### src/logic/ddr3_seq_pkg.sv
// Shared constants and types for the DDR3 command sequencer.
// Assumes a 40 MHz core clock; all times are turned into cycles here.
package ddr3_seq_pkg;
  localparam int CLK_MHZ    = 40;
  // Refresh cycle, self-refresh exit and slow power-down exit times
  localparam int T_RFC_NS   = 110;
  localparam int T_XS_NS    = 120;
  localparam int T_XPDLL_NS = 24;
  localparam int RFC_CYC  = (T_RFC_NS * CLK_MHZ + 999) / 1000;
  localparam int SR_CYC   = (T_XS_NS * CLK_MHZ + 999) / 1000;
  localparam int SLOW_CYC = (T_XPDLL_NS * CLK_MHZ + 999) / 1000;
  localparam int PIPE_DEPTH = 32;
  localparam int NUM_BANKS  = 8;
  localparam logic [3:0] CHOP_CYC = 4'h2;  // Four beats, double rate
  localparam logic [3:0] FULL_CYC = 4'h4;
  // Controller keeps termination up this long after a write
  localparam logic [2:0] TERM_HOLD_CYC = 3'h6;
  // Register map
  localparam logic [3:0] ADDR_CFG  = 4'h0;
  localparam logic [3:0] ADDR_STAT = 4'h4;
  // Burst field encodings of mode_register_zero
  localparam logic [1:0] BF_FULL = 2'h0;
  localparam logic [1:0] BF_FLY  = 2'h1;
  localparam logic [1:0] BF_CHOP = 2'h2;
  typedef enum logic [2:0] {
    CMD_NOOP, CMD_OPEN, CMD_PRE, CMD_READ, CMD_WRITE, CMD_REF, CMD_DES
  } cmd_t;
  typedef struct packed {
    logic       cke;
    logic       burst_chop_address_bit;
    logic [2:0] bank;
    cmd_t       cmd;
  } pins_t;
  // Layout of the config register, burst field in the low bits
  typedef struct packed {
    logic       slow_exit;
    logic [1:0] addlat_sel;
    logic [3:0] base_write_latency;
    logic [3:0] base_read_latency;
    logic [1:0] burst;
  } cfg_t;
  localparam int   CFG_W     = 13;
  localparam cfg_t CFG_RESET = 13'h0154;  // Eight beats, 5 and 5, no add
  typedef logic [PIPE_DEPTH-1:0][1:0] pipe_t;
  // Idle pin level: clock enabled, deselected
  localparam pins_t PINS_IDLE = '{cke: 1'b1,
                                  burst_chop_address_bit: 1'b0,
                                  bank: 3'h0,
                                  cmd: CMD_DES};
endpackage

### src/logic/ddr3_seq.sv
// DDR3 device-side command sequencer: burst length, latencies,
// refresh, self-refresh and power-down states, termination timing.
// Assumes command pins arrive asynchronously and the register port
// runs on CLK_IN.
// Behaviour
// - Field 10, or field 01 with the chop bit low, gives a 4-beat burst.
// - Field 00, or field 01 with the chop bit high, gives an 8-beat burst.
// - In on-the-fly mode each command selects its own burst length.
// - Read data starts base read latency plus additive latency later.
// - Write data is expected base write latency plus additive latency later.
// - Power-down with a bank open is active power-down.
// - Precharge power-down exits fast or slow as configured.
// - Frozen-DLL power-down exit returns termination to sync after the window.
//
// Local design decisions: the register addresses and the address-and-strobe port.
`timescale 1ns/1ps
module ddr3_seq
  import ddr3_seq_pkg::*;
(
  input  wire logic        CLK_IN,
  input  wire logic        RSTN_IN,
  input  wire pins_t       PINS_IN,
  input  wire logic [3:0]  ADDR_IN,
  input  wire logic [31:0] WDATA_IN,
  input  wire logic        WR_IN,
  input  wire logic        RD_IN,
  output logic      [31:0] RDATA_OUT,
  output logic             RD_VALID_OUT,
  output logic             WR_WINDOW_OUT,
  output logic             PWR_DOWN_OUT,
  output logic             TERM_ASYNC_OUT
);
  typedef enum logic [2:0] {
    ST_IDLE, ST_REFRESH, ST_OPEN_PD, ST_PRE_PD, ST_PD_EXIT,
    ST_SELF_REF, ST_SR_EXIT
  } st_t;

  // Chop decision; reserved field 11 falls back to eight beats
  function automatic logic chop_sel(logic [1:0] bf, logic bc);
    return (bf == BF_CHOP) || (bf == BF_FLY && !bc);
  endfunction

  // Shift the latency pipe and drop a new burst at its latency slot
  function automatic pipe_t step(pipe_t p, logic [4:0] lat, logic go,
                                 logic chop);
    pipe_t q;
    q = p >> 2;
    if (go) begin
      q[5'(lat - 5'h01)] = {1'b1, chop};
    end
    return q;
  endfunction

  // Burst data window length counter
  function automatic logic [3:0] cnt_step(logic [1:0] head,
                                          logic [3:0] cnt);
    if (head[1]) begin
      return head[0] ? CHOP_CYC : FULL_CYC;
    end
    return (cnt != 4'h0) ? 4'(cnt - 4'h1) : 4'h0;
  endfunction

  // Two-flop synchroniser for the command pins
  pins_t sync1_r;
  pins_t p;
  always_ff @(posedge CLK_IN or negedge RSTN_IN) begin
    if (!RSTN_IN) begin
      // Idle level, so release does not look like a clock-enable drop
      sync1_r <= PINS_IDLE;
      p       <= PINS_IDLE;
    end else begin
      sync1_r <= PINS_IN;
      p       <= sync1_r;
    end
  end

  // Register port: config write, status read
  cfg_t        cfg_r, cfg_nxt;
  logic [31:0] rdata_r, rdata_nxt;
  st_t         st_r, st_nxt;
  logic [NUM_BANKS-1:0] open_r, open_nxt;
  logic        term_async_r, term_async_nxt;
  always_comb begin
    cfg_nxt   = cfg_r;
    rdata_nxt = rdata_r;
    if (WR_IN && ADDR_IN == ADDR_CFG) begin
      cfg_nxt = cfg_t'(WDATA_IN[CFG_W-1:0]);
    end
    if (RD_IN) begin
      unique case (ADDR_IN)
        ADDR_CFG:  rdata_nxt = {19'h0_0000, cfg_r};
        ADDR_STAT: rdata_nxt = {20'h0_0000, term_async_r, open_r, st_r};
        default:   rdata_nxt = 32'h0000_0000;
      endcase
    end
  end
  always_ff @(posedge CLK_IN or negedge RSTN_IN) begin
    if (!RSTN_IN) begin
      cfg_r   <= CFG_RESET;
      rdata_r <= 32'h0000_0000;
    end else begin
      cfg_r   <= cfg_nxt;
      rdata_r <= rdata_nxt;
    end
  end
  assign RDATA_OUT = rdata_r;

  // Latencies derived from the configuration
  logic [4:0] addlat_w, rdlat_w, wrlat_w;
  logic       chop_w, rd_go, wr_go;
  always_comb begin
    unique case (cfg_r.addlat_sel)
      2'h1:    addlat_w = 5'(cfg_r.base_read_latency - 4'h1);
      2'h2:    addlat_w = 5'(cfg_r.base_read_latency - 4'h2);
      default: addlat_w = 5'h00;
    endcase
  end
  assign rdlat_w = 5'(cfg_r.base_read_latency) + addlat_w;
  assign wrlat_w = 5'(cfg_r.base_write_latency) + addlat_w;
  assign chop_w = chop_sel(cfg_r.burst,
                           p.burst_chop_address_bit);
  assign rd_go  = st_r == ST_IDLE && p.cke && p.cmd == CMD_READ;
  assign wr_go  = st_r == ST_IDLE && p.cke && p.cmd == CMD_WRITE;

  // Core state: latency pipes, bursts, power states, termination
  pipe_t      rd_pipe_r, rd_pipe_nxt, wr_pipe_r, wr_pipe_nxt;
  logic [3:0] rd_cnt_r, rd_cnt_nxt, wr_cnt_r, wr_cnt_nxt;
  logic [7:0] tmr_r, tmr_nxt;
  logic [4:0] win_r, win_nxt;
  logic       rd_on_r, wr_on_r, pd_r;
  always_comb begin
    rd_pipe_nxt   = step(rd_pipe_r, rdlat_w, rd_go, chop_w);
    wr_pipe_nxt   = step(wr_pipe_r, wrlat_w, wr_go, chop_w);
    rd_cnt_nxt    = cnt_step(rd_pipe_nxt[0], rd_cnt_r);
    wr_cnt_nxt    = cnt_step(wr_pipe_nxt[0], wr_cnt_r);
    st_nxt        = st_r;
    open_nxt      = open_r;
    tmr_nxt       = (tmr_r != 8'h00) ? 8'(tmr_r - 8'h01) : 8'h00;
    win_nxt       = (win_r != 5'h00) ? 5'(win_r - 5'h01) : 5'h00;
    term_async_nxt = (win_r == 5'h01) ? !term_async_r : term_async_r;
    unique case (st_r)
      ST_IDLE: begin
        if (!p.cke) begin
          if (p.cmd == CMD_REF) begin
            st_nxt = ST_SELF_REF;
          end else if (open_r != '0) begin
            st_nxt = ST_OPEN_PD;
          end else begin
            st_nxt = ST_PRE_PD;
            // Frozen DLL: termination goes async after the window
            win_nxt = cfg_r.slow_exit ? 5'(wrlat_w - 5'h02) : 5'h00;
          end
        end else if (p.cmd == CMD_OPEN) begin
          open_nxt[p.bank] = 1'b1;
        end else if (p.cmd == CMD_PRE) begin
          open_nxt[p.bank] = 1'b0;
        end else if (p.cmd == CMD_REF) begin
          st_nxt  = ST_REFRESH;
          tmr_nxt = 8'(RFC_CYC);
        end
      end
      // Commands are not decoded while the refresh runs
      ST_REFRESH: if (tmr_r <= 8'h01) st_nxt = ST_IDLE;
      ST_OPEN_PD: if (p.cke) st_nxt = ST_IDLE;
      ST_PRE_PD: begin
        if (p.cke && cfg_r.slow_exit) begin
          st_nxt  = ST_PD_EXIT;
          tmr_nxt = 8'(SLOW_CYC);
          win_nxt = term_async_r ? 5'(wrlat_w - 5'h02) : 5'h00;
        end else if (p.cke) begin
          st_nxt = ST_IDLE;
        end
      end
      ST_PD_EXIT: if (tmr_r <= 8'h01) st_nxt = ST_IDLE;
      ST_SELF_REF: begin
        if (p.cke) begin
          st_nxt  = ST_SR_EXIT;
          tmr_nxt = 8'(SR_CYC);
        end
      end
      ST_SR_EXIT: if (tmr_r <= 8'h01) st_nxt = ST_IDLE;
      // Unused state code recovers to idle
      default:    st_nxt = ST_IDLE;
    endcase
  end
  always_ff @(posedge CLK_IN or negedge RSTN_IN) begin
    if (!RSTN_IN) begin
      rd_pipe_r   <= '0;
      wr_pipe_r   <= '0;
      rd_cnt_r    <= 4'h0;
      wr_cnt_r    <= 4'h0;
      rd_on_r     <= 1'b0;
      wr_on_r     <= 1'b0;
      pd_r        <= 1'b0;
      st_r        <= ST_IDLE;
      open_r      <= '0;
      tmr_r       <= 8'h00;
      win_r       <= 5'h00;
      term_async_r <= 1'b0;
    end else begin
      rd_pipe_r   <= rd_pipe_nxt;
      wr_pipe_r   <= wr_pipe_nxt;
      rd_cnt_r    <= rd_cnt_nxt;
      wr_cnt_r    <= wr_cnt_nxt;
      rd_on_r     <= rd_cnt_nxt != 4'h0;
      wr_on_r     <= wr_cnt_nxt != 4'h0;
      pd_r        <= st_nxt inside {ST_OPEN_PD, ST_PRE_PD, ST_SELF_REF};
      st_r        <= st_nxt;
      open_r      <= open_nxt;
      tmr_r       <= tmr_nxt;
      win_r       <= win_nxt;
      term_async_r <= term_async_nxt;
    end
  end
  assign RD_VALID_OUT  = rd_on_r;
  assign WR_WINDOW_OUT = wr_on_r;
  assign PWR_DOWN_OUT  = pd_r;
  assign TERM_ASYNC_OUT = term_async_r;
endmodule

### config.mk
export PLATFORM = sky130hd
export DESIGN_NAME = ddr3_seq
export DESIGN_NICKNAME = d
export VERILOG_FILES = /design/src/logic/ddr3_seq_pkg.sv /design/src/logic/ddr3_seq.sv
export SDC_FILE = /design/constraint.sdc
export NUM_CORES = 1
export LEC_CHECK = 0
export ABC_AREA = 1
export BUFFER_PORTS_ARGS = -buffer_cell sky130_fd_sc_hd__buf_2
export CAP_MARGIN = 20
export CELL_PAD_IN_SITES_DETAIL_PLACEMENT = 0
export CELL_PAD_IN_SITES_GLOBAL_PLACEMENT = 1
export CORE_MARGIN = 1.5
export CORE_UTILIZATION = 50
export CTS_BUF_LIST = sky130_fd_sc_hd__clkbuf_2
export CTS_CLUSTER_SIZE = 28
export DETAILED_ROUTE_END_ITERATION = 8
export PLACE_DENSITY_LB_ADDON = 0.1
export SYNTH_ARGS = -nofsm -noshare
export SYNTH_HDL_FRONTEND = slang
export SYNTH_SLANG_ARGS = --single-unit
### constraint.sdc
create_clock -name CLK_IN -period 7.3 [get_ports CLK_IN]
set_clock_uncertainty 0.2 [all_clocks]
set_input_delay 1.825 -clock CLK_IN [delete_from_list [all_inputs] [get_ports CLK_IN]]
set_output_delay 1.825 -clock CLK_IN [all_outputs]
set_load 0.01 [all_outputs]
# After elaboration in Yosys (flattened, before gate mapping)
# Index checks and enable logic that the tools add are counted.
dict set report word_totals {
  reg_bits 221
  out_inout_bits 36
  wordCells 203
}
dict set report classes {
  addsub 11
  magnitude_cmp 7
  n_eq_ne 20
  n_mux 51
  bitwise 3
  n_reduce_logical 25
}
# operator count
set ops {}
lappend ops {{bitwise mux 64 bit} 2}
lappend ops {{2-to-1 mux 64 bit} 2}
lappend ops {{2-to-1 mux 8 bit} 9}
lappend ops {{2-to-1 mux 5 bit} 7}
lappend ops {{2-to-1 mux 3 bit} 11}
lappend ops {{one-hot mux 13 bit (2 select lines)} 1}
lappend ops {{2-to-1 mux 4 bit} 6}
lappend ops {{one-hot mux 8 bit (3 select lines)} 1}
lappend ops {{demux 2 bit (select 5 bit)} 2}
lappend ops {{one-hot mux 5 bit (2 select lines)} 2}
lappend ops {{== test 3 x 2 -> 1 bit, second input constant} 6}
lappend ops {{== test 3 bit, second input constant} 6}
lappend ops {{nonzero test 4 bit} 4}
lappend ops {{nonzero test 8 bit} 2}
lappend ops {{one-hot mux 3 bit (5 select lines)} 1}
lappend ops {{subtractor 5 x 1 -> 5 bit, second input constant} 3}
lappend ops {{less-than comparator 5 x 6 -> 1 bit, second input constant} 2}
lappend ops {{adder 4 x 5 -> 5 bit} 2}
lappend ops {{>= comparator 5 x 1 -> 1 bit, second input constant} 2}
lappend ops {{logical AND 1 bit} 9}
lappend ops {{AND 8 bit} 1}
lappend ops {{<= comparator 8 x 1 -> 1 bit, second input constant} 1}
lappend ops {{NOT 8 bit} 1}
lappend ops {{OR 8 bit} 1}
lappend ops {{24 further kinds} 33}

# Longest topological paths before layout
dict set report depth {
  depth_word 14
  depth_mapped 22
  ltp_nobuf 22
}

# Least setup slack after synthesis
# Ideal clock, no wire load.
dict set report synth_path {
  path_kind {register to register}
  start {register cfg_r[2] (netlist name)}
  end {register wr_on_r (netlist: WR_WINDOW_OUT)}
  setup_time_ps 121
  t_arrival_ps 3258
  setup_slack_ps 3721
  path_stages_with_launch 18
  period_less_slack_ps 3579
  cell_sequence {dfstp_2 -> inv_1 -> ha_1 -> or2_2 -> a21oi_1 -> inv_1 -> fa_1 -> ha_1 -> nand2_1 -> nand3b_1 -> nand2_1 -> inv_1 -> nand4_2 -> nand2_1 -> nand2_1 -> nand2_1 -> nor2_1 -> nand2_1}
}
dict set report synth_between {
  elab_chain_len 14
}
# element line_no
set synth_lines {}
lappend synth_lines {{start, declared} ddr3_seq.sv:78} ;# cfg_t cfg_r, cfg_nxt;
lappend synth_lines {{start signal, assigned} ddr3_seq.sv:102} ;# cfg_r <= cfg_nxt;
lappend synth_lines {{subtractor 4 x 2 -> 5 bit or subtractor 4 x 1 -> 5 bit (tied branches)} {ddr3_seq.sv:114, ddr3_seq.sv:113}}
lappend synth_lines {{one-hot mux 5 bit (2 select lines) *} ddr3_seq.sv:112} ;# unique case (cfg_r.addlat_sel)
lappend synth_lines {{adder 4 x 5 -> 5 bit *} ddr3_seq.sv:119} ;# assign wrlat_w = 5'(cfg_r.base_write_latency) + addlat_w;
lappend synth_lines {{subtractor 5 x 1 -> 5 bit *} ddr3_seq.sv:49} ;# q[5'(lat - 5'h01)] = {1'b1, chop};
lappend synth_lines {{less-than comparator 5 x 6 -> 1 bit (not written as such) or >= comparator 5 x 1 -> 1 bit (tied branches)} ddr3_seq.sv:49}
lappend synth_lines {{logical AND 1 bit (not written as such)} ddr3_seq.sv:49}
lappend synth_lines {{2-to-1 mux 2 bit (not written as such)} ddr3_seq.sv:49}
lappend synth_lines {{demux 2 bit (select 5 bit) *} ddr3_seq.sv:49}
lappend synth_lines {{bitwise mux 64 bit *} ddr3_seq.sv:49}
lappend synth_lines {{2-to-1 mux 64 bit *} ddr3_seq.sv:48} ;# if (go) begin
lappend synth_lines {{2-to-1 mux 3 bit} ddr3_seq.sv:58} ;# return head[0] ? CHOP_CYC : FULL_CYC;
lappend synth_lines {{2-to-1 mux 4 bit} ddr3_seq.sv:57} ;# if (head[1]) begin
lappend synth_lines {{2-to-1 mux 4 bit *} ddr3_seq.sv:60} ;# return (cnt != 4'h0) ? 4'(cnt - 4'h1) : 4'h0;
lappend synth_lines {{named net wr_cnt_nxt[1]} ddr3_seq.sv:127} ;# logic [3:0] rd_cnt_r, rd_cnt_nxt, wr_cnt_r, wr_cnt_nxt;
lappend synth_lines {{nonzero test 4 bit *} ddr3_seq.sv:206} ;# wr_on_r <= wr_cnt_nxt != 4'h0;
lappend synth_lines {{end signal, assigned} ddr3_seq.sv:193} ;# wr_on_r <= 1'b0;
lappend synth_lines {{end signal, assigned} ddr3_seq.sv:206}
lappend synth_lines {{end, declared} ddr3_seq.sv:130} ;# logic rd_on_r, wr_on_r, pd_r;
# Mark *: on every way through the listed nets, which the timed path passes. The rest lies on a longest branch. The select of a mux whose other input is x is not followed.
# A chain may end at the register's enable or synchronous reset.

==> summary.md <==
| Metric | Value |
|---|---|
| Syn Std Cell Area | `approximately 9000 um^2` |
| Final period util | `a little under three fifths` |
| Psw | `approximately 1.2 mW` |
| Slew at the pin with the worst max-slew slack | `around 0.9 ns` |
| Adder-cell share of the synthesized area | `3.64%` |
| Cts hold-fix bufs | `0` |
| Reg area | `between 5000 and 6000 um^2` |
| CTS HTree Levels | `2` |
| Die area | `18800 um^2` |
| CP Cell Sequence | `inv_1 -> ha_1 -> or2_2 -> a21oi_1 -> inv_1 -> fa_1 -> ha_1 -> nand2_1 -> nand3b_1 -> nand2_1 -> nand2_1 -> nor2_1 -> nand2_1 -> nand2_1 -> o21ai_1` |
| Final Instance Area | `between 9000 and 10000 um^2` |
| Starting Density | `51.7%` |
| Worst slack, placed | `~3.2 ns` |
| Unrepaired setup endpoints after global routing | `no` |
| Final Net Count | `about 1100` |
| Core Rows | `48` |
| Clock Path Buffers | `3` |
| Syn_area_per_cell | `9.09 um^2` |
| Largest family of logic cells by synthesized area | `simple AND/OR/NAND/NOR gates` |
| Max Cap Viol | `0` |
| XOR/XNOR Fraction of Synth Area | `about 1.2%` |
| Simple-gate share of the synthesized area | `about a fifth` |
| Synth unique cells | `43` |
| TNS Setup | `0 ns` |
| Status | `finished, final reports clean` |
| Number of global-route vias before repair | `6162` |
| Placement Cell Area | `roughly 9400 um^2` |
| R2r endpoint | `wr_pipe_r[56]$_DFF_PN0_` |
| Non-Filler Instances | `1340` |
| Postcts setup bufs | `0` |
| CP max stage cell | `fa_1` |
| Fin. max-slew vios | `0` |
| Worst VDD drop | `0.000156 V` |
| Detailed placement HPWL | `between 10000 and 15000 um` |
| Max-Slew Margin vs Limit | `about two fifths` |
| Required time of the critical path | `approximately 7.8 ns` |
| Initial antenna violation count | `1` |
| Post-Synthesis Cells | `991` |
| Endpoints failing setup | `0` |
| Mux contribution to synthesized area | `less than 1%` |
| Residual DRC count | `0` |
| Largest net degree at the start of global routing | `~130` |
| Clk Latency, worst-skew pair | `approximately 0.80 ns` |
| Synth warn | `0` |
| First-pass GRT wire length | `approximately 29000 um` |
| Post-CTS Resized | `0` |
| IO Pins | `84` |
| Origin of the critical flop-to-flop path | `cfg_r[2]$_DFFE_PN1P_` |
| Highest cell delay on the worst timing path | `0.79 ns` |
| Crit. End Element | `flop` |
| Post-synth EDFFs | `0` |
| CTS Root Cell | `clkbuf_2` |
| Clock transition at path regs | `0.11 ns` |
| P per Cell Area | `315 nW/um^2` |
| Flops & latches, synth | `approximately 200` |
| Post-DRT Antenna Nets | `0` |
| Hold Path Class | `flop to flop` |
| Grt ovf | `0` |
| Crit Path Class | `flop to flop` |
| Max Clk Rate | `0.245 GHz` |
| Via count | `6504` |
| Worst setup SP type | `flop` |
| R2R depth | `15` |
| TritonCTS clock tree | `yes` |
| Reg2Reg Setup Slack | `~3.2 ns` |
| Sw frac | `~39%` |
| Int Power | `about 1.9 mW` |
| Synth Area in Compound Gates | `10.1%` |
| Die width | `137 um` |
| Critical path's most frequent cell | `nand2_1` |
| Area Overhead vs Synth | `9.78%` |
| Async set-reset flop share out of synthesis | `100%` |
| Hold Fails Final Rpt | `0` |
| Flop pwr share | `a little over two fifths` |
| Overall Global Routing Usage | `slightly below 20%` |
| Multi-input logic area | `roughly 3300 um^2` |
| Crit Path Max Fanout | `7` |
| Fillers | `roughly 1700` |
| Vias per Instance | `around 4.9` |
| RePlAce Congestion | `0.833` |
| Clk sinks | `slightly above 200` |
| Comb power frac | `between 30% and 40%` |
| Drt wl/cell | `between 10 and 15 um` |
| Placed cells | `1245` |
| CP endpoint | `wr_pipe_r[56]$_DFF_PN0_` |
| Routed wire length | `17500 um` |
| Clock power share | `a little under a quarter` |
| Die H | `137 um` |
| Share of layout cells above drive strength 1 | `16.7%` |
| Main flop type after synthesis | `dfrtp_1` |
| TritonRoute pass-1 iters | `4` |
| Num CTS Buffers | `50` |
| Pleak | `around 5.2 nW` |
| Core ar. | `17400 um^2` |
| Register area share after synthesis | `about 56%` |
| CP Launch Point | `cfg_r[2]$_DFFE_PN1P_` |
| Tmin final | `4.08 ns` |
| PortBufs | `between 40 and 50` |
| DRT iter0 DRCs | `397` |
| Worst EP arrival | `4.52 ns` |
| Fin worst setup slack | `roughly 3.2 ns` |
-- synth_stat cells (7+ instances only) --
| library cell | number | area (um^2) |
|---|---|---|
| o21bai_1 | 16 | 120 |
| a21oi_1 | 21 | 105 |
| xnor2_1 | 7 | 61.3 |
| o21ai_1 | 37 | 185 |
| o31ai_1 | 16 | 120 |
| nor2_2 | 7 | 43.8 |
| nor2_1 | 79 | 297 |
| ha_1 | 23 | 288 |
| nand2_1 | 238 | 893 |
| dfstp_2 | 10 | 263 |
| clkbuf_1 | 14 | 52.6 |
| inv_2 | 11 | 41.3 |
| dfrtp_1 | 192 | 4800 |
| nand3_1 | 53 | 265 |
| a31oi_1 | 14 | 87.6 |
| inv_1 | 125 | 469 |
| o21ai_0 | 43 | 215 |
| nor3_1 | 7 | 35.0 |
| buf_4 | 19 | 143 |
-- cells in the final DEF (no fill, tap or decap), drive strengths merged, types with 4 or more instances in the layout --
cell type,netlist,final
a31oi,14,14
or2,6,6
buf,23,47
nor4,4,4
xnor2,7,7
nand4,6,6
conb,1,19
nor3,14,14
mux2,5,5
nand2,241,241
o22ai,4,4
nor2,87,87
dfrtp,192,192
clkbuf,14,81
dfstp,10,10
o21ai,80,80
a21oi,21,21
o31ai,16,16
nand3,54,54
clkinv,1,13
inv,136,137
xor2,5,5
ha,23,23
o21bai,16,16
-- layer usage --
| layer | GRT usage (%) | vias to the layer above | routed length, um |
|---|---|---|---|
| li1 | - | 3333 | - |
| met5 | 0 | - | 0 |
| met2 | 29.5 | 119 | 7600 |
| met4 | 7.49 | 0 | 293 |
| met1 | 28.9 | 3030 | 8870 |
| met3 | 4.01 | 22 | 772 |
-- worst min path at each step --
stage	cells after the start	endpoint	startpoint	slack, ns
2_1_floorplan	0	p[0]$_DFF_PN0_	sync1_r[0]$_DFF_PN0_	0.13
3_3_place_gp	0	p[4]$_DFF_PN0_	sync1_r[4]$_DFF_PN0_	0.13
3_5_place_dp	0	p[0]$_DFF_PN0_	sync1_r[0]$_DFF_PN0_	0.13
4_1_cts	0	p[0]$_DFF_PN0_	sync1_r[0]$_DFF_PN0_	0.16
5_1_grt	0	p[7]$_DFF_PN1_	sync1_r[7]$_DFF_PN1_	0.16
6_report	0	p[7]$_DFF_PN1_	sync1_r[7]$_DFF_PN1_	0.15
-- cell type report --
type	count	area share, %
inverter	137	5.20
clock inverter	14	0.633
antenna	1	0.0253
clock buffer	80	4.05
multi-input combinational	633	33.3
timing repair buffer	48	2.72
tap	225	2.85
sequential	202	51.3
-- worst max-delay path, delay by kind of cell, from the launching register on --
| kind | cells | cell delay (ns) |
|---|---|---|
| adder cells (fa/ha/maj) | 3 | 1.35 |
| AND/OR/NAND/NOR | 8 | 1.35 |
| flip-flops | 1 | 0.58 |
| AO/OA/AOI/OAI | 2 | 0.23 |
| buffers and inverters | 2 | 0.20 |
-- through the flow --
step | power (mW) | util [%] | hold slack (ns)
floorplan | 2.15 | - | 0.131
global placement | 2.40 | 54.1 | 0.132
detailed placement | 2.41 | 54.1 | 0.135
CTS | 3.17 | 56.7 | 0.155
global route | 3.39 | 56.8 | 0.159
finish | 3.12 | 56.8 | 0.149
-- power groups by stage --
stage / Clock (mW) / Combinational (mW) / Sequential (mW)
2_1_floorplan: 0 / 0.792 / 1.36
3_3_place_gp: 0 / 1.02 / 1.37
3_5_place_dp: 0 / 1.03 / 1.38
4_1_cts: 0.774 / 1.04 / 1.36
5_1_grt: 0.830 / 1.18 / 1.37
6_report: 0.738 / 1.02 / 1.35
-- sequential cells by signal (all words and copies together), names as in the netlist, named ones only --
name and cells:
RD_VALID_OUT 1, PWR_DOWN_OUT 1, p 8, RDATA_OUT 13, st_r 3, TERM_ASYNC_OUT 1, win_r 5, sync1_r 8
wr_pipe_r 62, tmr_r 8, rd_pipe_r 62, WR_WINDOW_OUT 1, wr_cnt_r 4, cfg_r 13, rd_cnt_r 4
-- kinds of logic after synthesis --
kind of cell	Yosys count
AND/OR/NAND/NOR	415
flip-flops	202
buffers and inverters	174
AO/OA/AOI/OAI	157
adder cells (fa/ha/maj)	25
XOR/XNOR	12
multiplexers	5
other	1
No activity file was read; power rests on OpenSTA's default activity.
